## src/rtl/ebfc_pkg.sv

```systemverilog
package ebfc_pkg;

  // Clock rate and timing figures, each time in its printed unit
  localparam int unsigned CLK_HZ          = 20_000_000;
  localparam int unsigned PULSE_FREQ_MHZ  = 500;         // 0.5 Hz timed brake cycle
  localparam int unsigned PULSE_HALF_CYC  = CLK_HZ / (PULSE_FREQ_MHZ * 2) * 1000;
  localparam int unsigned ACK_DELAY_S     = 2;           // Auto acknowledge delay
  localparam int unsigned ACK_DELAY_CYC   = CLK_HZ * ACK_DELAY_S;
  localparam int unsigned LED_PERIOD_MS   = 1000;        // One flash window
  localparam int unsigned LED_PERIOD_CYC  = CLK_HZ / 1000 * LED_PERIOD_MS;
  localparam int unsigned CNT_W           = 26;

  // Register byte offsets
  localparam logic [7:0] OFS_CTRL        = 8'h00;
  localparam logic [7:0] OFS_SPEED_LIMIT = 8'h04;
  localparam logic [7:0] OFS_STOP_DIST   = 8'h08;
  localparam logic [7:0] OFS_STATUS      = 8'h0C;
  localparam logic [7:0] OFS_MON_SPEED   = 8'h10;
  localparam logic [7:0] OFS_MON_DIST    = 8'h14;
  localparam logic [7:0] OFS_PSET_BASE   = 8'h20;        // 8 words, set 1 then set 2

  // Control register fields
  localparam int CTRL_PB_EN      = 0;
  localparam int CTRL_BRK_MON_EN = 1;
  localparam int CTRL_EARLY_EN   = 2;
  localparam int CTRL_DCP_MODE   = 3;
  localparam int CTRL_COPY       = 4;
  localparam int CTRL_FUNC_LSB   = 8;

  // Status register fields
  localparam int STAT_FAULT   = 0;
  localparam int STAT_LOCK    = 1;
  localparam int STAT_MON     = 2;
  localparam int STAT_SET2    = 3;
  localparam int STAT_SPEEDM  = 4;
  localparam int STAT_TIMEDM  = 5;
  localparam int STAT_COPY    = 6;
  localparam int STAT_EARLY   = 7;
  localparam int STAT_ERR_LSB = 16;

  // Reset values and codes
  localparam logic [7:0]  MONITOR_FUNC_CODE = 8'h29;     // Function code 41
  localparam logic [15:0] SPEED_LIMIT_RST   = 16'h003C;  // 60 mm/s
  localparam logic [15:0] STOP_DIST_RST     = 16'h0000;
  localparam logic [9:0]  ERR_POWER_LO      = 10'h384;   // 900
  localparam logic [9:0]  ERR_POWER_HI      = 10'h3E7;   // 999
  localparam logic [1:0]  PSET_V2_IDX       = 2'h1;
  localparam logic [1:0]  PSET_V3_IDX       = 2'h2;
  localparam logic [1:0]  PSET_LAST_IDX     = 2'h3;

  typedef enum logic [1:0] {B_IDLE, B_WAIT, B_READ} ebfc_bus_e;
  typedef enum logic [1:0] {C_IDLE, C_READ, C_WRITE} ebfc_copy_e;

  // One control sample from the speed measurement
  typedef struct packed {
    logic        valid;      // Sample strobe
    logic [15:0] speed;      // Cabin speed, mm/s
    logic        dir_up;     // Direction of travel
    logic [7:0]  pos_delta;  // Signed travel since last sample, mm
  } ebfc_sample_s;

  // Whole state of the top module
  typedef struct packed {
    ebfc_bus_e   bphase;
    logic [7:0]  baddr;
    logic        bwrite;
    logic        bmapped;
    logic        hreadyout;
    logic [31:0] hrdata;
    logic        hresp;
    logic        pb_en;
    logic        brk_mon_en;
    logic        early_en;
    logic        dcp_mode;
    logic [7:0]  mon_func;
    logic [15:0] speed_limit;
    logic [15:0] stop_dist;
    ebfc_copy_e  copy_st;
    logic [1:0]  copy_idx;
    logic        pb_contact;
    logic [CNT_W-1:0] pb_cnt;
    logic        fault;
    logic [9:0]  err_code;
    logic        lock;
    logic [CNT_W-1:0] ack_cnt;
    logic        fault_out;
    logic        ready_out;
    logic        brake_out;
    logic        early_close;
    logic        led;
    logic [CNT_W-1:0] led_cnt;
    logic        set2;
    logic        mon;
    logic        mon_dbl;
    logic        mon_up;
    logic [15:0] mon_speed;
    logic [23:0] mon_dist;
  } ebfc_state_s;

endpackage

```

## src/rtl/ebfc_pset_mem.sv

```systemverilog
`timescale 1ns/1ns
// Parameter set store, set 1 in words 0..3 and set 2 in words 4..7
module ebfc_pset_mem (
  input  wire logic        hclk,
  input  wire logic        hresetn,
  input  wire logic        ce,
  input  wire logic        we,
  input  wire logic [2:0]  addr,
  input  wire logic [15:0] wdata,
  output logic      [15:0] rdata_r
);

  logic [15:0] mem_r [0:7];  // Storage words

  // Write port and registered read; contents cleared at reset
  always_ff @(posedge hclk or negedge hresetn) begin
    if (!hresetn) begin
      rdata_r <= 16'h0000;
      for (int i = 0; i < 8; i++) begin
        mem_r[i] <= 16'h0000;
      end
    end else if (ce) begin
      if (we) begin
        mem_r[addr] <= wdata;
      end
      rdata_r <= mem_r[addr];
    end
  end

endmodule

```

## src/rtl/ebfc_top.sv

```systemverilog
// Decided for this implementation: the address map and the AHB-Lite interface to the registers.
`timescale 1ns/1ns
module ebfc_top #(
  parameter int unsigned PULSE_HALF = ebfc_pkg::PULSE_HALF_CYC,
  parameter int unsigned ACK_DELAY  = ebfc_pkg::ACK_DELAY_CYC,
  parameter int unsigned LED_PERIOD = ebfc_pkg::LED_PERIOD_CYC
) (
  input  wire logic                  hclk,
  input  wire logic                  hresetn,
  input  wire logic                  ce,
  input  wire logic                  hsel,
  input  wire logic [31:0]           haddr,
  input  wire logic [1:0]            htrans,
  input  wire logic                  hwrite,
  input  wire logic [2:0]            hsize,
  input  wire logic [31:0]           hwdata,
  input  wire logic                  hready,
  output logic                       hreadyout,
  output logic      [31:0]           hrdata,
  output logic                       hresp,
  input  wire ebfc_pkg::ebfc_sample_s sample,
  input  wire logic [3:0]            travel_req,
  input  wire logic                  rescue_active,
  input  wire logic                  install_stopped,
  input  wire logic                  encoder_ok,
  input  wire logic                  brake_open_fb,
  input  wire logic                  error_detect,
  input  wire logic [9:0]            error_code,
  input  wire logic                  monitor_din,
  input  wire logic                  power_fail_set_select,
  input  wire logic                  v1_switch_off,
  input  wire logic                  dist_valid,
  input  wire logic [15:0]           dist_remaining,
  output logic                       pulsed_brake_function,
  output logic                       fault_output,
  output logic                       drive_ready_output,
  output logic                       brake_control_output,
  output logic                       early_brake_close,
  output logic                       led_green,
  output logic                       set2_active,
  output logic                       monitor_active,
  output logic                       monitor_double_arrow,
  output logic                       monitor_dir_up,
  output logic      [15:0]           monitor_speed,
  output logic      [23:0]           monitor_distance
);

  ebfc_pkg::ebfc_state_s st_r;    // All state
  ebfc_pkg::ebfc_state_s st_nxt;  // Next state
  logic                  mem_we;  // Parameter store write
  logic [2:0]            mem_addr;
  logic [15:0]           mem_wdata;
  logic [15:0]           mem_rdata;

  // Parameter store; one port shared by copy sequencer and bus
  ebfc_pset_mem u_pset (
    .hclk    (hclk),
    .hresetn (hresetn),
    .ce      (ce),
    .we      (mem_we),
    .addr    (mem_addr),
    .wdata   (mem_wdata),
    .rdata_r (mem_rdata)
  );

  logic        accept;     // Address phase taken
  logic        speed_mode; // Speed-dependent cycle selected
  logic        timed_mode; // Timed cycle selected
  logic        travelling; // Any speed step requested
  logic        lock_code;  // Incoming error needs power cycle
  logic [31:0] status_w;   // Status word
  localparam int CNT_W_L = ebfc_pkg::CNT_W;  // Counter width

  logic [31:0] rd_w;       // Read mux
  logic [CNT_W_L-1:0] q_led;

  // Combined next-state logic
  always_comb begin
    st_nxt    = st_r;
    mem_we    = 1'b0;
    mem_addr  = 3'h0;
    mem_wdata = 16'h0000;
    q_led     = CNT_W_L'(LED_PERIOD / 4);
    accept    = hsel && htrans[1] && hready;
    travelling = |travel_req;
    lock_code = (error_code >= ebfc_pkg::ERR_POWER_LO) &&
                (error_code <= ebfc_pkg::ERR_POWER_HI);
    speed_mode = st_r.pb_en && rescue_active && encoder_ok;
    timed_mode = st_r.pb_en && !speed_mode && (install_stopped || !encoder_ok) &&
                 (!st_r.brk_mon_en || brake_open_fb);

    status_w = 32'h0000_0000;
    status_w[ebfc_pkg::STAT_FAULT]  = st_r.fault;
    status_w[ebfc_pkg::STAT_LOCK]   = st_r.lock;
    status_w[ebfc_pkg::STAT_MON]    = st_r.mon;
    status_w[ebfc_pkg::STAT_SET2]   = st_r.set2;
    status_w[ebfc_pkg::STAT_SPEEDM] = speed_mode;
    status_w[ebfc_pkg::STAT_TIMEDM] = timed_mode;
    status_w[ebfc_pkg::STAT_COPY]   = st_r.copy_st != ebfc_pkg::C_IDLE;
    status_w[ebfc_pkg::STAT_EARLY]  = st_r.early_close;
    status_w[ebfc_pkg::STAT_ERR_LSB +: 10] = st_r.err_code;

    // Read mux on the captured address
    rd_w = 32'h0000_0000;
    if (st_r.bmapped) begin
      if (st_r.baddr[5]) begin
        rd_w = {16'h0000, mem_rdata};
      end else begin
        case (st_r.baddr)
          ebfc_pkg::OFS_CTRL: begin
            rd_w[ebfc_pkg::CTRL_PB_EN]      = st_r.pb_en;
            rd_w[ebfc_pkg::CTRL_BRK_MON_EN] = st_r.brk_mon_en;
            rd_w[ebfc_pkg::CTRL_EARLY_EN]   = st_r.early_en;
            rd_w[ebfc_pkg::CTRL_DCP_MODE]   = st_r.dcp_mode;
            rd_w[ebfc_pkg::CTRL_COPY]       = st_r.copy_st != ebfc_pkg::C_IDLE;
            rd_w[ebfc_pkg::CTRL_FUNC_LSB +: 8] = st_r.mon_func;
          end
          ebfc_pkg::OFS_SPEED_LIMIT: rd_w = {16'h0000, st_r.speed_limit};
          ebfc_pkg::OFS_STOP_DIST:   rd_w = {16'h0000, st_r.stop_dist};
          ebfc_pkg::OFS_STATUS:      rd_w = status_w;
          ebfc_pkg::OFS_MON_SPEED:   rd_w = {16'h0000, st_r.mon_speed};
          ebfc_pkg::OFS_MON_DIST:    rd_w = {8'h00, st_r.mon_dist};
          default:                   rd_w = 32'h0000_0000;
        endcase
      end
    end

    // Copy sequencer owns the store while running
    // copy with V2 V3 limit
    case (st_r.copy_st)
      ebfc_pkg::C_IDLE: begin
      end
      ebfc_pkg::C_READ: begin
        mem_addr       = {1'b0, st_r.copy_idx};
        st_nxt.copy_st = ebfc_pkg::C_WRITE;
      end
      ebfc_pkg::C_WRITE: begin
        mem_we   = 1'b1;
        mem_addr = {1'b1, st_r.copy_idx};
        // Reduced supply allows only half the V2 and V3 speeds
        if (st_r.copy_idx == ebfc_pkg::PSET_V2_IDX ||
            st_r.copy_idx == ebfc_pkg::PSET_V3_IDX) begin
          mem_wdata = {1'b0, mem_rdata[15:1]};
        end else begin
          mem_wdata = mem_rdata;
        end
        if (st_r.copy_idx == ebfc_pkg::PSET_LAST_IDX) begin
          st_nxt.copy_st = ebfc_pkg::C_IDLE;
        end else begin
          st_nxt.copy_st = ebfc_pkg::C_READ;
        end
        st_nxt.copy_idx = st_r.copy_idx + 2'h1;
      end
      default: st_nxt.copy_st = ebfc_pkg::C_IDLE;
    endcase

    // Bus slave: two wait states, waits further while a copy runs
    case (st_r.bphase)
      ebfc_pkg::B_IDLE: begin
        if (accept) begin
          st_nxt.bphase    = ebfc_pkg::B_WAIT;
          st_nxt.baddr     = haddr[7:0];
          st_nxt.bmapped   = haddr[31:6] == 26'h0;
          st_nxt.bwrite    = hwrite;
          st_nxt.hreadyout = 1'b0;
        end
      end
      ebfc_pkg::B_WAIT: begin
        if (st_r.copy_st == ebfc_pkg::C_IDLE) begin
          st_nxt.bphase = ebfc_pkg::B_READ;
          if (st_r.bmapped && st_r.baddr[5]) begin
            mem_addr  = st_r.baddr[4:2];
            mem_we    = st_r.bwrite;
            mem_wdata = hwdata[15:0];
          end
          if (st_r.bwrite && st_r.bmapped && !st_r.baddr[5]) begin
            case (st_r.baddr)
              ebfc_pkg::OFS_CTRL: begin
                st_nxt.pb_en      = hwdata[ebfc_pkg::CTRL_PB_EN];
                st_nxt.brk_mon_en = hwdata[ebfc_pkg::CTRL_BRK_MON_EN];
                st_nxt.early_en   = hwdata[ebfc_pkg::CTRL_EARLY_EN];
                st_nxt.dcp_mode   = hwdata[ebfc_pkg::CTRL_DCP_MODE];
                st_nxt.mon_func   = hwdata[ebfc_pkg::CTRL_FUNC_LSB +: 8];
                // Copy selector falls back to off when the copy ends
                if (hwdata[ebfc_pkg::CTRL_COPY]) begin
                  st_nxt.copy_st  = ebfc_pkg::C_READ;
                  st_nxt.copy_idx = 2'h0;
                end
              end
              ebfc_pkg::OFS_SPEED_LIMIT: st_nxt.speed_limit = hwdata[15:0];
              ebfc_pkg::OFS_STOP_DIST:   st_nxt.stop_dist   = hwdata[15:0];
              default: begin
              end
            endcase
          end
        end
      end
      ebfc_pkg::B_READ: begin
        st_nxt.hrdata    = st_r.bwrite ? 32'h0000_0000 : rd_w;
        st_nxt.hreadyout = 1'b1;
        st_nxt.bphase    = ebfc_pkg::B_IDLE;
      end
      default: begin
        st_nxt.bphase    = ebfc_pkg::B_IDLE;
        st_nxt.hreadyout = 1'b1;
      end
    endcase
    st_nxt.hresp = 1'b0;

    st_nxt.set2 = power_fail_set_select;

    // monitor mode from function 41 input
    st_nxt.mon = monitor_din && (st_r.mon_func == ebfc_pkg::MONITOR_FUNC_CODE);

    if (st_nxt.mon && !st_r.mon) begin
      st_nxt.mon_dist = 24'h00_0000;
    end else if (st_r.mon && sample.valid) begin
      st_nxt.mon_speed = sample.speed;
      st_nxt.mon_up    = sample.dir_up;
      st_nxt.mon_dbl   = sample.speed > st_r.speed_limit;
      st_nxt.mon_dist  = st_r.mon_dist + {{16{sample.pos_delta[7]}}, sample.pos_delta};
    end

    // Pulsed brake output
    if (st_nxt.mon) begin
      st_nxt.pb_contact = 1'b0;
      st_nxt.pb_cnt     = '0;
    end else if (speed_mode) begin
      st_nxt.pb_cnt = '0;
      if (sample.valid) begin
        if (sample.speed > st_r.speed_limit) begin
          st_nxt.pb_contact = 1'b0;
        end else if (sample.speed < st_r.speed_limit) begin
          st_nxt.pb_contact = 1'b1;
        end
      end
    end else if (timed_mode) begin
      if (st_r.pb_cnt == CNT_W_L'(PULSE_HALF - 1)) begin
        st_nxt.pb_cnt     = '0;
        st_nxt.pb_contact = !st_r.pb_contact;
      end else begin
        st_nxt.pb_cnt = st_r.pb_cnt + CNT_W_L'(1);
      end
    end else begin
      // No evacuation cycle: contact open keeps the brake applied
      st_nxt.pb_contact = 1'b0;
      st_nxt.pb_cnt     = '0;
    end

    // Error latch and automatic acknowledge; a new error wins over the clear
    if (error_detect) begin
      st_nxt.fault    = 1'b1;
      st_nxt.err_code = error_code;
      st_nxt.ack_cnt  = '0;
      if (lock_code) begin
        st_nxt.lock = 1'b1;
      end
    end else if (st_r.fault && !st_r.lock) begin
      // 2 s with no travel signal
      if (travelling) begin
        st_nxt.ack_cnt = '0;
      end else if (st_r.ack_cnt == CNT_W_L'(ACK_DELAY - 1)) begin
        st_nxt.fault   = 1'b0;
        st_nxt.ack_cnt = '0;
      end else begin
        st_nxt.ack_cnt = st_r.ack_cnt + CNT_W_L'(1);
      end
    end

    // Early brake close, held until the travel request, set 2 or the early enable drops
    if (!travelling || !st_r.set2 || !st_r.early_en) begin
      st_nxt.early_close = 1'b0;
    end else if (!st_r.dcp_mode && v1_switch_off) begin
      st_nxt.early_close = 1'b1;
    end else if (st_r.dcp_mode && dist_valid && dist_remaining == st_r.stop_dist) begin
      st_nxt.early_close = 1'b1;
    end

    st_nxt.fault_out = !st_nxt.fault;
    st_nxt.ready_out = !st_nxt.fault && !st_nxt.mon;
    st_nxt.brake_out = !st_nxt.fault && !st_nxt.mon && travelling && !st_nxt.early_close;

    if (st_r.led_cnt == CNT_W_L'(LED_PERIOD - 1)) begin
      st_nxt.led_cnt = '0;
    end else begin
      st_nxt.led_cnt = st_r.led_cnt + CNT_W_L'(1);
    end
    if (st_nxt.fault || st_nxt.mon) begin
      st_nxt.led = 1'b0;
    end else if (travelling) begin
      st_nxt.led = (st_r.led_cnt < q_led) ||
                   ((st_r.led_cnt >= (q_led << 1)) && (st_r.led_cnt < (q_led * 3)));
    end else begin
      st_nxt.led = st_r.led_cnt < (q_led << 1);
    end
  end

  // State register; clock enable freezes everything
  always_ff @(posedge hclk or negedge hresetn) begin
    if (!hresetn) begin
      st_r             <= '0;
      st_r.bphase      <= ebfc_pkg::B_IDLE;
      st_r.copy_st     <= ebfc_pkg::C_IDLE;
      st_r.hreadyout   <= 1'b1;
      st_r.speed_limit <= ebfc_pkg::SPEED_LIMIT_RST;
      st_r.stop_dist   <= ebfc_pkg::STOP_DIST_RST;
    end else if (ce) begin
      st_r <= st_nxt;
    end
  end

  // Outputs straight from the state register
  assign hreadyout             = st_r.hreadyout;
  assign hrdata                = st_r.hrdata;
  assign hresp                 = st_r.hresp;
  assign pulsed_brake_function = st_r.pb_contact;
  assign fault_output          = st_r.fault_out;
  assign drive_ready_output    = st_r.ready_out;
  assign brake_control_output  = st_r.brake_out;
  assign early_brake_close     = st_r.early_close;
  assign led_green             = st_r.led;
  assign set2_active           = st_r.set2;
  assign monitor_active        = st_r.mon;
  assign monitor_double_arrow  = st_r.mon_dbl;
  assign monitor_dir_up        = st_r.mon_up;
  assign monitor_speed         = st_r.mon_speed;
  assign monitor_distance      = st_r.mon_dist;

endmodule

```

## config.mk

```make
export PLATFORM = sky130hd
export DESIGN_NAME = ebfc_top
export DESIGN_NICKNAME = d
export VERILOG_FILES = /design/src/rtl/ebfc_pkg.sv /design/src/rtl/ebfc_pset_mem.sv /design/src/rtl/ebfc_top.sv
export SDC_FILE = /design/constraint.sdc
export NUM_CORES = 1
export LEC_CHECK = 0
export BUFFER_PORTS_ARGS = -buffer_cell sky130_fd_sc_hd__buf_2
export CORE_MARGIN = 2
export CORE_UTILIZATION = 45
export CTS_BUF_LIST = sky130_fd_sc_hd__clkbuf_2
export CTS_CLUSTER_SIZE = 40
export DETAILED_ROUTE_END_ITERATION = 7
export PLACE_DENSITY = 0.7
export SYNTH_ARGS = -nofsm -noshare
export SYNTH_HDL_FRONTEND = slang
export SYNTH_HIERARCHICAL = 1
export SYNTH_SLANG_ARGS = --single-unit
export TNS_END_PERCENT = 50
```

## constraint.sdc

```tcl
create_clock -name hclk -period 3 [get_ports hclk]
set_input_delay 0.75 -clock hclk [delete_from_list [all_inputs] [get_ports hclk]]
set_output_delay 0.75 -clock hclk [all_outputs]
set_load 0.1 [all_outputs]
```

==> impl_metrics.csv <==
group,metric,value,unit
run_status,status,"complete, no violations",
final_layout,stdcell_count,2912,
yosys,synth_top_area_cell,"dfrtp_1",
sta,hold_ws,124,ps
flow_run,cap_viol_max_count,0,
pwr,p_leak,11.4,nW
critical_path,worst-path-max-fanout,2,
min_path,hold_depth,3,
yosys,synth_area,0.0200,mm²
yosys,yosysWarnings,6,
drt,drcViolationCount,0,
clocking,cts_made_buffers,98,
yosys,synth-async-reset-ratio,100,%
critical_path,crit_type,"reg2out",
clocking,path_clk_slew,110,ps
placement,dp_cells,2684,
global_route,groute.usage.overall,24.7,%
yosys,syn_inst,1956,
global_route,grt_max_degree,83,
sta,fmax,352,MHz
critical_path,crit_buf_inv,1,
critical_path,cpPeakStageDelay,510,ps
sta,hold_viol_final,0,
global_route,grt_pass1_wl,90.8,mm
drt,drtAntennaViolNets,0,
placement,dp_hpwl,39.8,mm
yosys,synth.area.top_cells,"dfrtp_1 (46%), mux2_2 (12%), nand2_1 (4.5%)",
drt,drt_pass1_iterations,8,
clocking,clockRootBuffer,"clkbuf_2",
drt,via_per_inst,5.68,
drt,routedWlPerCell,19.4,µm
critical_path,critPathLaunch,"hrdata[6]",
floorplan,start_util,45.4,%
yosys,synth.distinct_cells,84,
clocking,clock_path_buffers,3,
min_path,hold_class,"in2reg",
floorplan,fp.dieW,215,µm
placement,gp_congestion,0.903,
clocking,htreeDepth,3,
critical_path,cp_cell_sequence,"buf_2",
sta,drv_slew,0,
placement,dpl_cell_area,0.0217,mm²
drt,first_iter_violations,1412,
final_layout,syn2layout_area_growth,16.0,%
critical_path,cp-start-kind,"flop",
critical_path,reg2regPathDepth,12,
floorplan,die_h,215,µm
placement,io_buffers,196,
clocking,cts_tree,"built",
drt,postRouteWirelength,56.6,mm
critical_path,crit_arrival,2090,ps
final_layout,final_common_cell,"dfrtp_1",
min_path,hold_path_end,"monitor_distance[1]",
min_path,min_from,"sample[1]",
floorplan,core_area,0.0440,mm²
final_layout,layout_common_cells,"dfrtp_1 (366), nand2_1 (239), mux2_2 (211)",
final_layout,nets,2446,
critical_path,r2r_setup_slack,170,ps
critical_path,critPathSlowestCell,"dfrtp_1",
sta,worstMarginPinSlew,742,ps
critical_path,rr_startpoint,"st_r[143]",
global_route,grt-ovfl-total,0,
floorplan,ios,224,
floorplan,fp.dieArea,0.0461,mm²
global_route,antenna_found_initial,3,
sta,relSlewSlack,50.6,%
final_layout,drive_gt1_share,30.3,%
floorplan,rows,77,
critical_path,end_kind,"output port",
critical_path,cp_top_family,"flip-flops",
drt,num_vias,16500,
yosys,synth-edff-count,0,
clocking,clkLatencyLatePin,1100,ps
yosys,syn-mean-instance-area,10.2,µm²
yosys,ys_seq_area_share,46.5,%
critical_path,rr_endpoint,"u_pset/mem_r[88]",
yosys,yosys_register_bits,371,
critical_path,worstPathRequired,2250,ps
pwr,ir_drop,0.000310,V
sta,setup_violations,0,
sta,period_minus_slack,2840,ps
yosys,synth_top_flop_cell,"dfrtp_1",
sta,fin_crit_sh,94.7,%
global_route,grt_pass1_vias,16700,
yosys,synth_top_area_share,45.8,%
final_layout,finalInstanceArea,0.0232,mm²
pwr,cellPowerDensity,522,mW/mm²
final_layout,utilization,52.7,%
clocking,cts.sinks,371,
final_layout,fillers,3895,
sta,finClkSkew,107,ps
-- per-stage QoR --
step | TNS, ps | total power (W) | setup slack [ps]
final | 0 | 0.0121 | 160
after global routing | -10.1 | 0.0128 | -5.71
after CTS | 0 | 0.0122 | 64.2
after detailed placement | -1170 | 0.00856 | -250
after global placement | -895 | 0.00848 | -199
after floorplan | 0 | 0.00758 | 31.6
-- flip-flops by register name, indices dropped and copies added (netlist names) --
signal                 flops
led_green                  1
early_brake_close          1
u_pset/mem_r             128
hrdata                    26
fault_output               1
monitor_dir_up             1
pulsed_brake_function      1
u_pset/rdata_r            16
monitor_active             1
monitor_double_arrow       1
drive_ready_output         1
st_r                     150
brake_control_output       1
monitor_speed             16
set2_active                1
hreadyout                  1
monitor_distance          24
-- cell families after synthesis --
group | Yosys count | share of synthesized area, %
other | 1 | 0.0188
buffers and inverters | 218 | 5.90
xor gates and xnor gates | 67 | 2.94
muxes | 250 | 14.0
AOI/OAI and AO/OA | 424 | 13.6
DFF | 371 | 46.5
adders and majority gates | 52 | 3.29
and+or+nand+nor | 573 | 13.9
-- power by group --
group | total, W | internal [W] | switching [W]
clock | 0.00350 | 0.00142 | 0.00208
combinational | 0.00287 | 0.00121 | 0.00166
sequential | 0.00573 | 0.00538 | 0.000348
total | 0.0121 | 0.00801 | 0.00409
-- metal layers --
metal  up-vias  part of all wire (%)  GRT usage (%)
li1       7618                     -              -
met1      8140                    42           31.8
met2       630                    47           39.6
met3       142                   7.3           6.11
met4         0                   3.6           10.7
met5         -                     0              0
-- Yosys cell counts, drive strengths merged (17+ instances only) --
cell type and count:
xor2 38, and3 20, inv 49, a21o 24, nand2 240, dfrtp 366, ha 51, nor3 19
nand3 72, nand4 28, nor4 20, buf 109, xnor2 29, nor2 112, a22oi 44, o21ai 155
mux2 221, clkbuf 60, mux2i 28, o31ai 17, a21oi 72
-- worst max path at each step --
stage	depth (start not counted)	to
5_1_grt	12	u_pset/mem_r[29]
3_3_place_gp	12	monitor_distance[18]
2_1_floorplan	14	u_pset/mem_r[85]
3_5_place_dp	12	monitor_distance[22]
6_report	1	hrdata[6]
4_1_cts	1	early_brake_close
-- area by class of cell --
cell class / instances / area (µm²) / share of cell area [%]
Multi-Input combinational cell: 1373 / 9580 / 41.3
Sequential cell: 371 / 9290 / 40.1
Timing Repair Buffer: 361 / 2530 / 10.9
Tap cell: 592 / 741 / 3.19
Clock buffer: 142 / 711 / 3.07
Inverter: 49 / 184 / 0.793
Clock inverter: 20 / 145 / 0.626
Antenna cell: 4 / 10.0 / 0.0432
-- what timing repair did --
action                                  CTS  global route
pin swaps                                 2             0
endpoints found under the setup margin   31            55
setup buffers                             5             0
hold buffers                             57             0
hold endpoints to repair                303             0
gates resized for setup                   1             4
Power figures use the tool's default switching activity.
